## src/pkg/wwd_defs.svh

```systemverilog
// register map, field positions, reset values and timing counts of the window watchdog
`ifndef WWD_DEFS_SVH
`define WWD_DEFS_SVH

// register byte offsets
`define WWD_OFS_RELOAD 5'h00
`define WWD_OFS_CTRL 5'h04
`define WWD_OFS_STATUS 5'h08
`define WWD_OFS_COUNT 5'h0C
`define WWD_OFS_CLKSRC 5'h10

// control register fields
`define WWD_CTRL_EN_BIT 0
`define WWD_CTRL_IE_BIT 1
`define WWD_CTRL_PSEL_LSB 8
`define WWD_CTRL_PSEL_MSB 11
`define WWD_CTRL_WIN_LSB 16
`define WWD_CTRL_WIN_MSB 21
`define WWD_CTRL_DBG_BIT 31
`define WWD_CTRL_RESET 32'h003F_0800

// status and clock source fields
`define WWD_STAT_MATCH_BIT 0
`define WWD_CLKSRC_OSC_BIT 0

// counter and reload key
`define WWD_CNT_TOP 6'h3F
`define WWD_CNT_ZERO 6'h00
`define WWD_RELOAD_KEY 32'h0000_5AA5

// counting clock taken from the bus clock divided by this
`define WWD_HCLK_DIV 2048
// counting clocks needed to carry a reload into the counter
`define WWD_SYNC_CLKS 3

`endif

```

## src/pkg/wwd_pkg.sv

```systemverilog
// types and the prescale table of the window watchdog
package wwd_pkg;

  // software settings of the control register
  typedef struct packed {
    logic dbg_keep;
    logic [5:0] window_compare_value;
    logic [3:0] psel;
    logic irq_en;
    logic count_en;
  } wwd_ctrl_t;

  // reload carry-over states
  typedef enum logic [1:0] {
    RL_IDLE = 2'b00,
    RL_W1 = 2'b01,
    RL_W2 = 2'b10,
    RL_W3 = 2'b11
  } wwd_rl_state_t;

  // prescale value minus one for each select code
  function automatic logic [10:0] wwd_presc_last(input logic [3:0] sel);
    logic [10:0] v;
    v = 11'h000;
    unique case (sel)
      4'h0: v = 11'h000;
      4'h1: v = 11'h001;
      4'h2: v = 11'h003;
      4'h3: v = 11'h007;
      4'h4: v = 11'h00F;
      4'h5: v = 11'h01F;
      4'h6: v = 11'h03F;
      4'h7: v = 11'h07F;
      4'h8: v = 11'h0BF;
      4'h9: v = 11'h0FF;
      4'hA: v = 11'h17F;
      4'hB: v = 11'h1FF;
      4'hC: v = 11'h2FF;
      4'hD: v = 11'h3FF;
      4'hE: v = 11'h5FF;
      4'hF: v = 11'h7FF;
    endcase
    return v;
  endfunction

endpackage

```

## src/wwd_prescaler.sv

```systemverilog
// counting clock source select and prescaler of the window watchdog
`timescale 1ns/1ps
`include "wwd_defs.svh"

module wwd_prescaler #(
  parameter int DIV = `WWD_HCLK_DIV
) (
  // clock and reset
  input wire logic clk_i,
  input wire logic rst_i,
  // source and control
  input wire logic src_osc_i,
  input wire logic osc_tick_i,
  input wire logic run_i,
  input wire logic [3:0] psel_i,
  // ticks
  output logic wclk_tick_o,
  output logic cnt_tick_o
);

  localparam int DW = $clog2(DIV);
  localparam logic [DW-1:0] DIV_LAST = DW'(DIV - 1);

  logic [DW-1:0] div_cnt;
  logic [10:0] pre_cnt;
  logic wtick;
  logic ctick;
  logic [DW-1:0] next_div_cnt;
  logic [10:0] next_pre_cnt;
  logic next_wtick;
  logic next_ctick;
  logic base_tick;

  // base tick from the bus clock divider or the oscillator pulse; gated while stopped
  always_comb begin
    next_div_cnt = (div_cnt == DIV_LAST) ? '0 : div_cnt + 1'b1;
    base_tick = run_i & (src_osc_i ? osc_tick_i : (div_cnt == DIV_LAST));
    next_wtick = base_tick;
    next_ctick = 1'b0;
    next_pre_cnt = pre_cnt;
    if (!run_i) begin
      next_pre_cnt = '0;
    end else if (base_tick) begin
      if (pre_cnt >= wwd_pkg::wwd_presc_last(psel_i)) begin
        next_pre_cnt = '0;
        next_ctick = 1'b1;
      end else begin
        next_pre_cnt = pre_cnt + 11'h001;
      end
    end
  end

  // registered ticks keep both outputs glitch free
  always_ff @(posedge clk_i) begin
    if (rst_i) begin
      div_cnt <= '0;
      pre_cnt <= '0;
      wtick <= 1'b0;
      ctick <= 1'b0;
    end else begin
      div_cnt <= next_div_cnt;
      pre_cnt <= next_pre_cnt;
      wtick <= next_wtick;
      ctick <= next_ctick;
    end
  end

  assign wclk_tick_o = wtick;
  assign cnt_tick_o = ctick;

endmodule

```

## src/wwd_top.sv

```systemverilog
// window watchdog with a classic wishbone register slave
//
// Register access over Wishbone and the placing of the registers were left to the implementer.
`timescale 1ns/1ps
`include "wwd_defs.svh"

module wwd_top #(
  parameter int ADDR_W = 5,
  parameter int DIV = `WWD_HCLK_DIV
) (
  // clock and reset
  input wire logic clk_i,
  input wire logic rst_i,
  // wishbone slave
  input wire logic wb_cyc_i,
  input wire logic wb_stb_i,
  input wire logic wb_we_i,
  input wire logic [ADDR_W-1:0] wb_adr_i,
  input wire logic [3:0] wb_sel_i,
  input wire logic [31:0] wb_dat_i,
  output logic [31:0] wb_dat_o,
  output logic wb_ack_o,
  // clock source and debug
  input wire logic osc_tick_i,
  input wire logic dbg_halt_i,
  // watchdog outputs
  output logic irq_o,
  output logic wdt_rst_o
);

  // reset image of the control register, split into its fields at reset
  localparam logic [31:0] CTRL_RST = `WWD_CTRL_RESET;

  // bus state
  logic ack;
  logic [31:0] rdata;
  logic next_ack;
  logic [31:0] next_rdata;

  // software settings
  wwd_pkg::wwd_ctrl_t ctrl;
  wwd_pkg::wwd_ctrl_t next_ctrl;
  logic ctrl_locked;
  logic next_ctrl_locked;
  logic clk_osc;
  logic next_clk_osc;

  // counting state
  logic [5:0] cnt;
  logic [5:0] next_cnt;
  logic match_flag;
  logic next_match_flag;
  logic rst_req;
  logic next_rst_req;
  wwd_pkg::wwd_rl_state_t rl_state;
  wwd_pkg::wwd_rl_state_t next_rl_state;

  // decoded accesses and ticks
  logic wr_fire;
  logic wr_ctrl;
  logic wr_stat;
  logic wr_clksrc;
  logic key_write;
  logic in_window;
  logic run;
  logic wclk_tick;
  logic cnt_tick;
  logic rl_done;

  // registers decode on the byte offset; wider address bits must be zero
  function automatic logic hit(input logic [ADDR_W-1:0] adr, input logic [4:0] ofs);
    return (adr == ADDR_W'(ofs));
  endfunction

  // merge written byte lanes into an old value
  function automatic logic [31:0] lanes(input logic [31:0] old, input logic [31:0] dat,
                                        input logic [3:0] sel);
    logic [31:0] v;
    v = old;
    for (int i = 0; i < 4; i++) begin
      if (sel[i]) begin
        v[i*8 +: 8] = dat[i*8 +: 8];
      end
    end
    return v;
  endfunction

  // control word as software sees it
  function automatic logic [31:0] ctrl_word(input wwd_pkg::wwd_ctrl_t c);
    logic [31:0] w;
    w = 32'h0000_0000;
    w[`WWD_CTRL_DBG_BIT] = c.dbg_keep;
    w[`WWD_CTRL_WIN_MSB:`WWD_CTRL_WIN_LSB] = c.window_compare_value;
    w[`WWD_CTRL_PSEL_MSB:`WWD_CTRL_PSEL_LSB] = c.psel;
    w[`WWD_CTRL_IE_BIT] = c.irq_en;
    w[`WWD_CTRL_EN_BIT] = c.count_en;
    return w;
  endfunction

  // accesses take effect at the edge that samples ack, exactly once
  assign wr_fire = wb_cyc_i & wb_stb_i & wb_we_i & ack;
  assign wr_ctrl = wr_fire & hit(wb_adr_i, `WWD_OFS_CTRL);
  assign wr_stat = wr_fire & hit(wb_adr_i, `WWD_OFS_STATUS);
  assign wr_clksrc = wr_fire & hit(wb_adr_i, `WWD_OFS_CLKSRC);
  assign key_write = wr_fire & hit(wb_adr_i, `WWD_OFS_RELOAD) & (wb_dat_i == `WWD_RELOAD_KEY);
  assign in_window = (cnt <= ctrl.window_compare_value);
  // counting stops under debug halt unless software asked it to keep going
  assign run = ctrl.count_en & ~rst_req & (~dbg_halt_i | ctrl.dbg_keep);

  // counting clock and prescaler
  wwd_prescaler #(
    .DIV(DIV)
  ) u_presc (
    .clk_i(clk_i),
    .rst_i(rst_i),
    .src_osc_i(clk_osc),
    .osc_tick_i(osc_tick_i),
    .run_i(run),
    .psel_i(ctrl.psel),
    .wclk_tick_o(wclk_tick),
    .cnt_tick_o(cnt_tick)
  );

  // bus answer: one wait state, ack drops the cycle after it was given
  always_comb begin
    next_ack = wb_cyc_i & wb_stb_i & ~ack;
    next_rdata = 32'h0000_0000;
    if (wb_cyc_i && wb_stb_i && !wb_we_i && !ack) begin
      unique case (1'b1)
        hit(wb_adr_i, `WWD_OFS_CTRL): next_rdata = ctrl_word(ctrl);
        hit(wb_adr_i, `WWD_OFS_STATUS): next_rdata[`WWD_STAT_MATCH_BIT] = match_flag;
        hit(wb_adr_i, `WWD_OFS_COUNT): next_rdata[5:0] = cnt;
        hit(wb_adr_i, `WWD_OFS_CLKSRC): next_rdata[`WWD_CLKSRC_OSC_BIT] = clk_osc;
        default: next_rdata = 32'h0000_0000; // reload and unmapped read zero
      endcase
    end
  end

  always_ff @(posedge clk_i) begin
    if (rst_i) begin
      ack <= 1'b0;
      rdata <= 32'h0000_0000;
    end else begin
      ack <= next_ack;
      rdata <= next_rdata;
    end
  end

  assign wb_ack_o = ack;
  assign wb_dat_o = rdata;

  // control register: first write wins, the rest are dropped until reset
  always_comb begin
    logic [31:0] w;
    w = lanes(ctrl_word(ctrl), wb_dat_i, wb_sel_i);
    next_ctrl = ctrl;
    next_ctrl_locked = ctrl_locked;
    next_clk_osc = clk_osc;
    if (wr_ctrl && !ctrl_locked) begin
      next_ctrl.dbg_keep = w[`WWD_CTRL_DBG_BIT];
      next_ctrl.window_compare_value = w[`WWD_CTRL_WIN_MSB:`WWD_CTRL_WIN_LSB];
      next_ctrl.psel = w[`WWD_CTRL_PSEL_MSB:`WWD_CTRL_PSEL_LSB];
      next_ctrl.irq_en = w[`WWD_CTRL_IE_BIT];
      next_ctrl.count_en = w[`WWD_CTRL_EN_BIT];
      next_ctrl_locked = 1'b1;
    end
    // the source may not move under a running counter either
    if (wr_clksrc && wb_sel_i[0] && !ctrl.count_en) begin
      next_clk_osc = wb_dat_i[`WWD_CLKSRC_OSC_BIT];
    end
  end

  always_ff @(posedge clk_i) begin
    if (rst_i) begin
      ctrl <= wwd_pkg::wwd_ctrl_t'({CTRL_RST[`WWD_CTRL_DBG_BIT], CTRL_RST[`WWD_CTRL_WIN_MSB:`WWD_CTRL_WIN_LSB],
                                    CTRL_RST[`WWD_CTRL_PSEL_MSB:`WWD_CTRL_PSEL_LSB], CTRL_RST[`WWD_CTRL_IE_BIT],
                                    CTRL_RST[`WWD_CTRL_EN_BIT]});
      ctrl_locked <= 1'b0;
      clk_osc <= 1'b0;
    end else begin
      ctrl <= next_ctrl;
      ctrl_locked <= next_ctrl_locked;
      clk_osc <= next_clk_osc;
    end
  end

  // reload carry-over: a key in the window waits three counting clocks
  always_comb begin
    next_rl_state = rl_state;
    rl_done = 1'b0;
    unique case (rl_state)
      wwd_pkg::RL_IDLE: begin
        if (key_write && ctrl.count_en && in_window) begin
          next_rl_state = wwd_pkg::RL_W1;
        end
      end
      wwd_pkg::RL_W1: begin
        if (wclk_tick) begin
          next_rl_state = wwd_pkg::RL_W2;
        end
      end
      wwd_pkg::RL_W2: begin
        if (wclk_tick) begin
          next_rl_state = wwd_pkg::RL_W3;
        end
      end
      wwd_pkg::RL_W3: begin
        if (wclk_tick) begin
          next_rl_state = wwd_pkg::RL_IDLE;
          rl_done = 1'b1;
        end
      end
    endcase
  end

  always_ff @(posedge clk_i) begin
    if (rst_i) begin
      rl_state <= wwd_pkg::RL_IDLE;
    end else begin
      rl_state <= next_rl_state;
    end
  end

  // counter, match flag and watchdog reset request
  always_comb begin
    next_cnt = cnt;
    next_match_flag = match_flag;
    next_rst_req = rst_req;
    // a reload that finishes just as a debug halt starts must not be lost
    if (rl_done) begin
      next_cnt = `WWD_CNT_TOP;
    end else if (run && cnt_tick && cnt != `WWD_CNT_ZERO) begin
      next_cnt = cnt - 6'h01;
    end
    // a too-early key resets the chip at once
    if (key_write && ctrl.count_en && !in_window) begin
      next_rst_req = 1'b1;
    end
    if (ctrl.count_en && next_cnt == `WWD_CNT_ZERO) begin
      next_rst_req = 1'b1;
    end
    // write one clears; a match in the same cycle still sets
    if (wr_stat && wb_sel_i[0] && wb_dat_i[`WWD_STAT_MATCH_BIT]) begin
      next_match_flag = 1'b0;
    end
    if (run && next_cnt != cnt && next_cnt == ctrl.window_compare_value) begin
      next_match_flag = 1'b1;
    end
  end

  // the reset request holds until the chip reset comes back around
  always_ff @(posedge clk_i) begin
    if (rst_i) begin
      cnt <= `WWD_CNT_TOP;
      match_flag <= 1'b0;
      rst_req <= 1'b0;
    end else begin
      cnt <= next_cnt;
      match_flag <= next_match_flag;
      rst_req <= next_rst_req;
    end
  end

  // level interrupt; software drops it by clearing the flag
  assign irq_o = match_flag & ctrl.irq_en;
  assign wdt_rst_o = rst_req;

endmodule

```

## config.mk

```make
export PLATFORM = sky130hd
export DESIGN_NAME = wwd_top
export DESIGN_NICKNAME = d
export VERILOG_FILES = /design/src/pkg/wwd_pkg.sv /design/src/wwd_prescaler.sv /design/src/wwd_top.sv
export VERILOG_INCLUDE_DIRS = /design/src /design/src/pkg
export SDC_FILE = /design/constraint.sdc
export NUM_CORES = 1
export LEC_CHECK = 0
export BUFFER_PORTS_ARGS = -buffer_cell sky130_fd_sc_hd__buf_2
export CAP_MARGIN = 20
export CORE_AREA = 3 3 85 95
export CTS_BUF_LIST = sky130_fd_sc_hd__clkbuf_16
export DETAILED_ROUTE_END_ITERATION = 12
export DIE_AREA = 0 0 88 98
export GPL_TIMING_DRIVEN = 1
export PLACE_DENSITY = 0.77
export SKIP_CTS_REPAIR_TIMING = 1
export SYNTH_ARGS = -nofsm -noshare
export SYNTH_HDL_FRONTEND = slang
export SYNTH_SLANG_ARGS = --single-unit
```

## constraint.sdc

```tcl
create_clock -name clk_i -period 3.5 [get_ports clk_i]
set_clock_uncertainty 0.2 [all_clocks]
set_input_delay 1.05 -clock clk_i [delete_from_list [all_inputs] [get_ports clk_i]]
set_output_delay 1.05 -clock clk_i [all_outputs]
set_load 0.1 [all_outputs]
```

==> reports/qor.txt, run 1 <==
Outcome = completed
FMAX = 0.333 GHz
Fin worst setup slack = 498 ps
Vias in the first global route = 3084
Mean number of vias per cell = 5.47
Max IR drop VDD = 0.328 mV
CTS root buf = clkbuf_16
Nature of the critical path endpoint = flop
WL final = 8630 um
# port buffers = 67
Diodes inserted = 0
Final Hold Vio Count = 0
Number of synthesized flops with an enable pin = 0
Routed len/inst = 14.4 um
Area of the core = 0.00709 sq mm
Placed inst area = 0.00421 sq mm
Number of buffers created by CTS = 9
Rel. slew slack = 52.5%
Critical Path Start = cnt[0]$_SDFF_PP1_
Die width = 88 um
Initial Util = 53.8%
# rows = 32
Ys Warns = 0
Die area = 0.00862 sq mm
First-pass detailed-route iteration total = 5
Worst path arrival time = 3040 ps
Congestion Overflow GR = 0
Final Slew Violations = 0
Longest Clk Path Bufs = 2
Layout cells sized above 1 = 18.4%
Primary FF master, synth = dfxtp_1
Routed Antenna Nets = 0
CP Max Fanout = 8
Kind of critical path = reg2reg
Hold path start = u_presc.div_cnt[0]$_SDFF_PP0_
P&R area growth vs syn = 18.5%
CTS tree = yes
Clk_lat worst skew = 330 ps
Max cap viols = 0
Final #Nets = 584
First-pass GRT wire length = 14300 um
Hold Crit Class = reg2reg
Mapped Cells = 436
Tot GR Track Use = 20.8%
CTS Sinks = 78
Worst Tran Pin Value = 707 ps
Die H = 98 um
Vias = 3288
Seq/Total Area, Yosys = 40.9%
Post-route clock period utilization = 85.8%
Pwr dens = 444 mW/mm^2
RSZ-0062 raised after global routing = false
Static leakage = 2.02 nW
Post-Syn Area = 0.00381 sq mm
H-Tree Depth = 3
Routability Congestion = 0.911
I/O pins = 83
Largest net degree at the start of global routing = 32
Reg2Reg Launch Point = cnt[0]$_SDFF_PP1_
DRC Markers = 0
Post-route cell area = 0.00452 sq mm
Dpl ws = 239 ps
Minimum clock period = 3000 ps
Antenna violations before repair = 0
Yosys reg bits = 78
CP startpoint kind = flop
Synth cell types = 49
Clock Pin Slew Worst Setup and Hold Paths = 60 ps
DR iter-0 viols = 183
Finished Layout Cells = 601
Setup Total Neg Slack = 0 ps
Final setup fails = 0
Placed cell count = 584
Required time of the critical path = 3540 ps
Synthesized area per cell = 8.75 sq um
Async set-reset flop share out of synthesis = 0%
Final HPWL DP = 6600 um
[cell families (layout without fill, tap and decap cells)]
| kind of cell | Yosys count | in the layout | share of synthesized area (%) |
|---|---|---|---|
| DFF | 78 | 78 | 40.9 |
| AOI/OAI and AO/OA | 60 | 60 | 11.3 |
| other | 1 | 15 | 0.0983 |
| buffers and inverters | 51 | 117 | 6.49 |
| and+or+nand+nor | 187 | 187 | 24.9 |
| xor gates and xnor gates | 25 | 25 | 5.74 |
| muxes | 9 | 9 | 2.36 |
| adders and majority gates | 25 | 25 | 8.20 |
[cell usage in the layout, fill, tap and decap left out, drive strengths merged, types with 2 or more instances in the layout]
master	count
xnor2	20
or3	2
nand4	10
nor4	7
dfxtp	78
nor2b	3
ha	25
nand3	16
nand2	41
o21a	2
xor2	5
nor2	46
nor4b	6
o31ai	3
conb	15
mux2i	9
or4	2
o21ai	10
and2	7
nor3	18
buf	74
inv	31
a311o	5
nand2b	12
a21oi	20
clkbuf	9
a21o	7
and4	3
and3	9
[critical path: stages (launching register included)]
cell and delay [ps]:
dfxtp_1 360, inv_1 220, ha_1 200, or4b_4 480
o2111ai_4 320, mux2i_1 140, or3_1 310, a2111oi_1 380
nand3_1 160, o32ai_1 140
[routing by layer]
| metal | wire, um | global-route usage, % |
|---|---|---|
| met1 | 3810 | 28.0 |
| met2 | 4050 | 32.8 |
| met3 | 596 | 3.21 |
| met4 | 174 | 9.09 |
| met5 | 0 | 0 |
[worst paths after layout]
kind	endpoint	slack [ps]	cells after the start
setup / recovery	match_flag$_SDFFE_PP0P_	500	9
setup reg to reg	match_flag$_SDFFE_PP0P_	500	9
hold / removal	u_presc.div_cnt[0]$_SDFF_PP0_	260	1
hold reg to reg	u_presc.div_cnt[0]$_SDFF_PP0_	260	1
[metrics by stage]
step                hold slack (ps)  power, mW  utilization [%]
CTS                             264       2.02             63.7
detailed placement              249       1.08             59.4
global route                    301       2.07             63.8
global placement                241       1.08             59.4
finish                          261       2.01             63.8
floorplan                       230       1.05                -
[area by class of cell]
cell class                      count  area [sq um]
Clock buffer                        9           225
Clock inverter                      7          77.6
Fill cell                         588          2570
Inverter                           27           101
Multi-Input combinational cell    321          2060
Sequential cell                    78          1560
Tap cell                           85           106
Timing Repair Buffer               74           383
[Yosys cell counts (all sizes together), types with 2 or more instances]
library cell	count	area (sq um)
nand3	16	80.1
xnor2	20	175
a311o	5	50.1
dfxtp	78	1560
o21a	2	15.0
nor2b	3	18.8
nor3	18	90.1
and2	7	45.1
nor4b	6	52.6
clkbuf	9	33.8
nand2b	12	75.1
and4	3	26.3
nand2	41	154
xor2	5	43.8
nand4	10	62.6
inv	27	101
nor4	7	43.8
o31ai	3	22.5
o21ai	10	50.1
or4	2	15.0
and3	9	56.3
or3	2	12.5
mux2i	9	90.1
a21oi	20	104
ha	25	313
buf	15	113
a21o	7	52.6
nor2	46	173
[power by group]
| part | switching [mW] | leakage [nW] | internal, mW |
|---|---|---|---|
| sequential | 0.00685 | 0.630 | 0.895 |
| clock | 0.382 | 0.147 | 0.561 |
| combinational | 0.122 | 1.24 | 0.0411 |
No activity file was read; power rests on OpenSTA's default activity.
==> run 2, diff against run 1 <==
CORE_AREA = 3 3 84 94   (was 3 3 85 95)
CTS_BUF_LIST = sky130_fd_sc_hd__clkbuf_4   (was sky130_fd_sc_hd__clkbuf_16)
DIE_AREA = 0 0 87 97   (was 0 0 88 98)
PLACE_DENSITY = 0.79   (was 0.77)
==> run 2 against run 1 <==
  * Maximum frequency is essentially flat
  * Combinational power is essentially flat
  * Power shrank 18%
  * Hold slack gained 16 ps
  * Worst setup slack lost 2.8 ps
  * Global-route usage grew 0.43 points
  * Critical path depth is the same
  * Routed wire length grew 0.73%
  * Clock-buffer cell count is the same
==> reports/qor.txt, run 2 (same netlist as run 1, synthesis figures left out) <==
Outcome = completed
Post-route clock period utilization = 85.9% (about the same)
Max cap viols = 0 (unchanged)
Die H = 97 um (-1.0%)
Required time of the critical path = 3640 ps (+100 ps)
CTS root buf = clkbuf_4
Metal2 WL = 4150 um (+2.5%)
Hold Crit Class = reg2reg
First-pass GRT wire length = 14300 um (about the same)
Die area = 0.00844 sq mm (-2.1%)
Antenna violations before repair = 0 (unchanged)
Rel. slew slack = 60.1% (+7.6 points)
Vias = 3352 (+1.9%)
I/O pins = 83 (unchanged)
Congestion Overflow GR = 0 (unchanged)
Die width = 87 um (-1.1%)
Pwr dens = 374 mW/mm^2 (-16%)
Minimum clock period = 3000 ps (+2.75 ps)
Routed Antenna Nets = 0 (unchanged)
CTS Sinks = 78 (unchanged)
Worst Tran Pin Value = 593 ps (-114 ps)
Final #Nets = 587 (+0.51%)
Most frequent cells in the layout = dfxtp_1, buf_2, nor2_1
Final setup fails = 0 (unchanged)
DRC Markers = 0 (unchanged)
First-pass detailed-route iteration total = 6 (+1)
Routability Congestion = 0.879 (-3.4%)
P&R area growth vs syn = 15.0%
# port buffers = 67 (unchanged)
Final Slew Violations = 0 (unchanged)
Setup Total Neg Slack = 0 ps (unchanged)
Largest net degree at the start of global routing = 26 (-19%)
Static leakage = 1.97 nW (-2.4%)
Most common cell after layout, fill and taps aside = dfxtp_1
# rows = 32 (unchanged)
Kind of critical path = reg2reg
Longest Clk Path Bufs = 2 (unchanged)
CP Max Fanout = 8 (unchanged)
DR iter-0 viols = 248 (+36%)
Final HPWL DP = 6740 um (+2.2%)
Worst path arrival time = 3140 ps (+100 ps)
Area of the core = 0.00701 sq mm (-1.1%)
H-Tree Depth = 3 (unchanged)
WL met3 = 654 um (+9.7%)
FMAX = 0.333 GHz (about the same)
Top layer used by detailed routing = met4
Routed len/inst = 14.4 um (+0.40%)
WL final = 8690 um (+0.73%)
Final Hold Vio Count = 0 (unchanged)
Mean number of vias per cell = 5.56 (+1.6%)
Layout cells sized above 1 = 18.3% (-0.071 points)
Initial Util = 54.4% (+0.62 points)
Dpl ws = 293 ps (+54.4 ps)
Nature of the critical path endpoint = flop
Clk_lat worst skew = 430 ps (+100 ps)
Vias in the first global route = 3112 (+0.91%)
Fin worst setup slack = 495 ps (-2.75 ps)
Met1 WL = 3680 um (-3.5%)
Number of buffers created by CTS = 9 (unchanged)
Max IR drop VDD = 0.287 mV (-13%)
CP startpoint kind = flop
CTS tree = yes
Tot GR Track Use = 21.3% (+0.43 points)
Clock Pin Slew Worst Setup and Hold Paths = 110 ps (+50 ps)
Diodes inserted = 0 (unchanged)
RSZ-0062 raised after global routing = false
-- run 2: cell count changes in the layout (fill, tap and decap cells not counted), sizes merged --
| cell | change |
|---|---|
| clkbuf | +1 |
| bufinv | +1 |
| clkinv | +3 |
| buf | +2 |
| clkinvlp | -1 |
| inv | -4 |
-- run 2: cell type report --
cell class	count	area, sq um
Clock buffer	9	67.6
Clock inverter	6	77.6
Fill cell	602	2620
Inverter	27	101
Multi-Input combinational cell	321	2060
Sequential cell	78	1560
Tap cell	85	106
Timing Repair Buffer	77	408
-- run 2: worst paths after layout --
kind	start	to	slack, ps	cells past startpoint
max	cnt[0]$_SDFF_PP1_	match_flag$_SDFFE_PP0P_	500	9
min	u_presc.div_cnt[0]$_SDFF_PP0_	u_presc.div_cnt[0]$_SDFF_PP0_	280	1
max reg2reg	cnt[0]$_SDFF_PP1_	match_flag$_SDFFE_PP0P_	500	9
min reg2reg	u_presc.div_cnt[0]$_SDFF_PP0_	u_presc.div_cnt[0]$_SDFF_PP0_	280	1
-- run 2: worst max-delay path, stage by stage (launching register included) --
cell and delay (ps):
dfxtp_1 390, inv_1 230, ha_1 200, or4b_4 480, o2111ai_4 320, mux2i_1 140
or3_1 310, a2111oi_1 410, nand3_1 120, o32ai_1 120
-- run 2: power breakdown --
group	internal, mW	leakage [nW]	switching [mW]
logic	0.0414	1.26	0.123
clock network	0.279	0.0806	0.298
registers	0.894	0.630	0.00660
-- run 2: metal layers --
metal  vias to the layer above  global-route usage [%]
met2                       138                    34.2
met3                        21                    3.83
met5                         -                       0
met4                         0                    8.75
li1                       1646                       -
met1                      1547                    27.8
-- run 2: per-stage QoR --
step	hold WS [ps]	area [sq um]	std cells	utilization, %	total power [mW]
detailed placement	254	4240	587	60.5	1.08
global route	318	4390	603	62.6	1.70
finish	276	4390	603	62.6	1.64
floorplan	230	3870	450	-	1.05
global placement	242	4230	586	60.4	1.08
CTS	279	4380	602	62.5	1.64
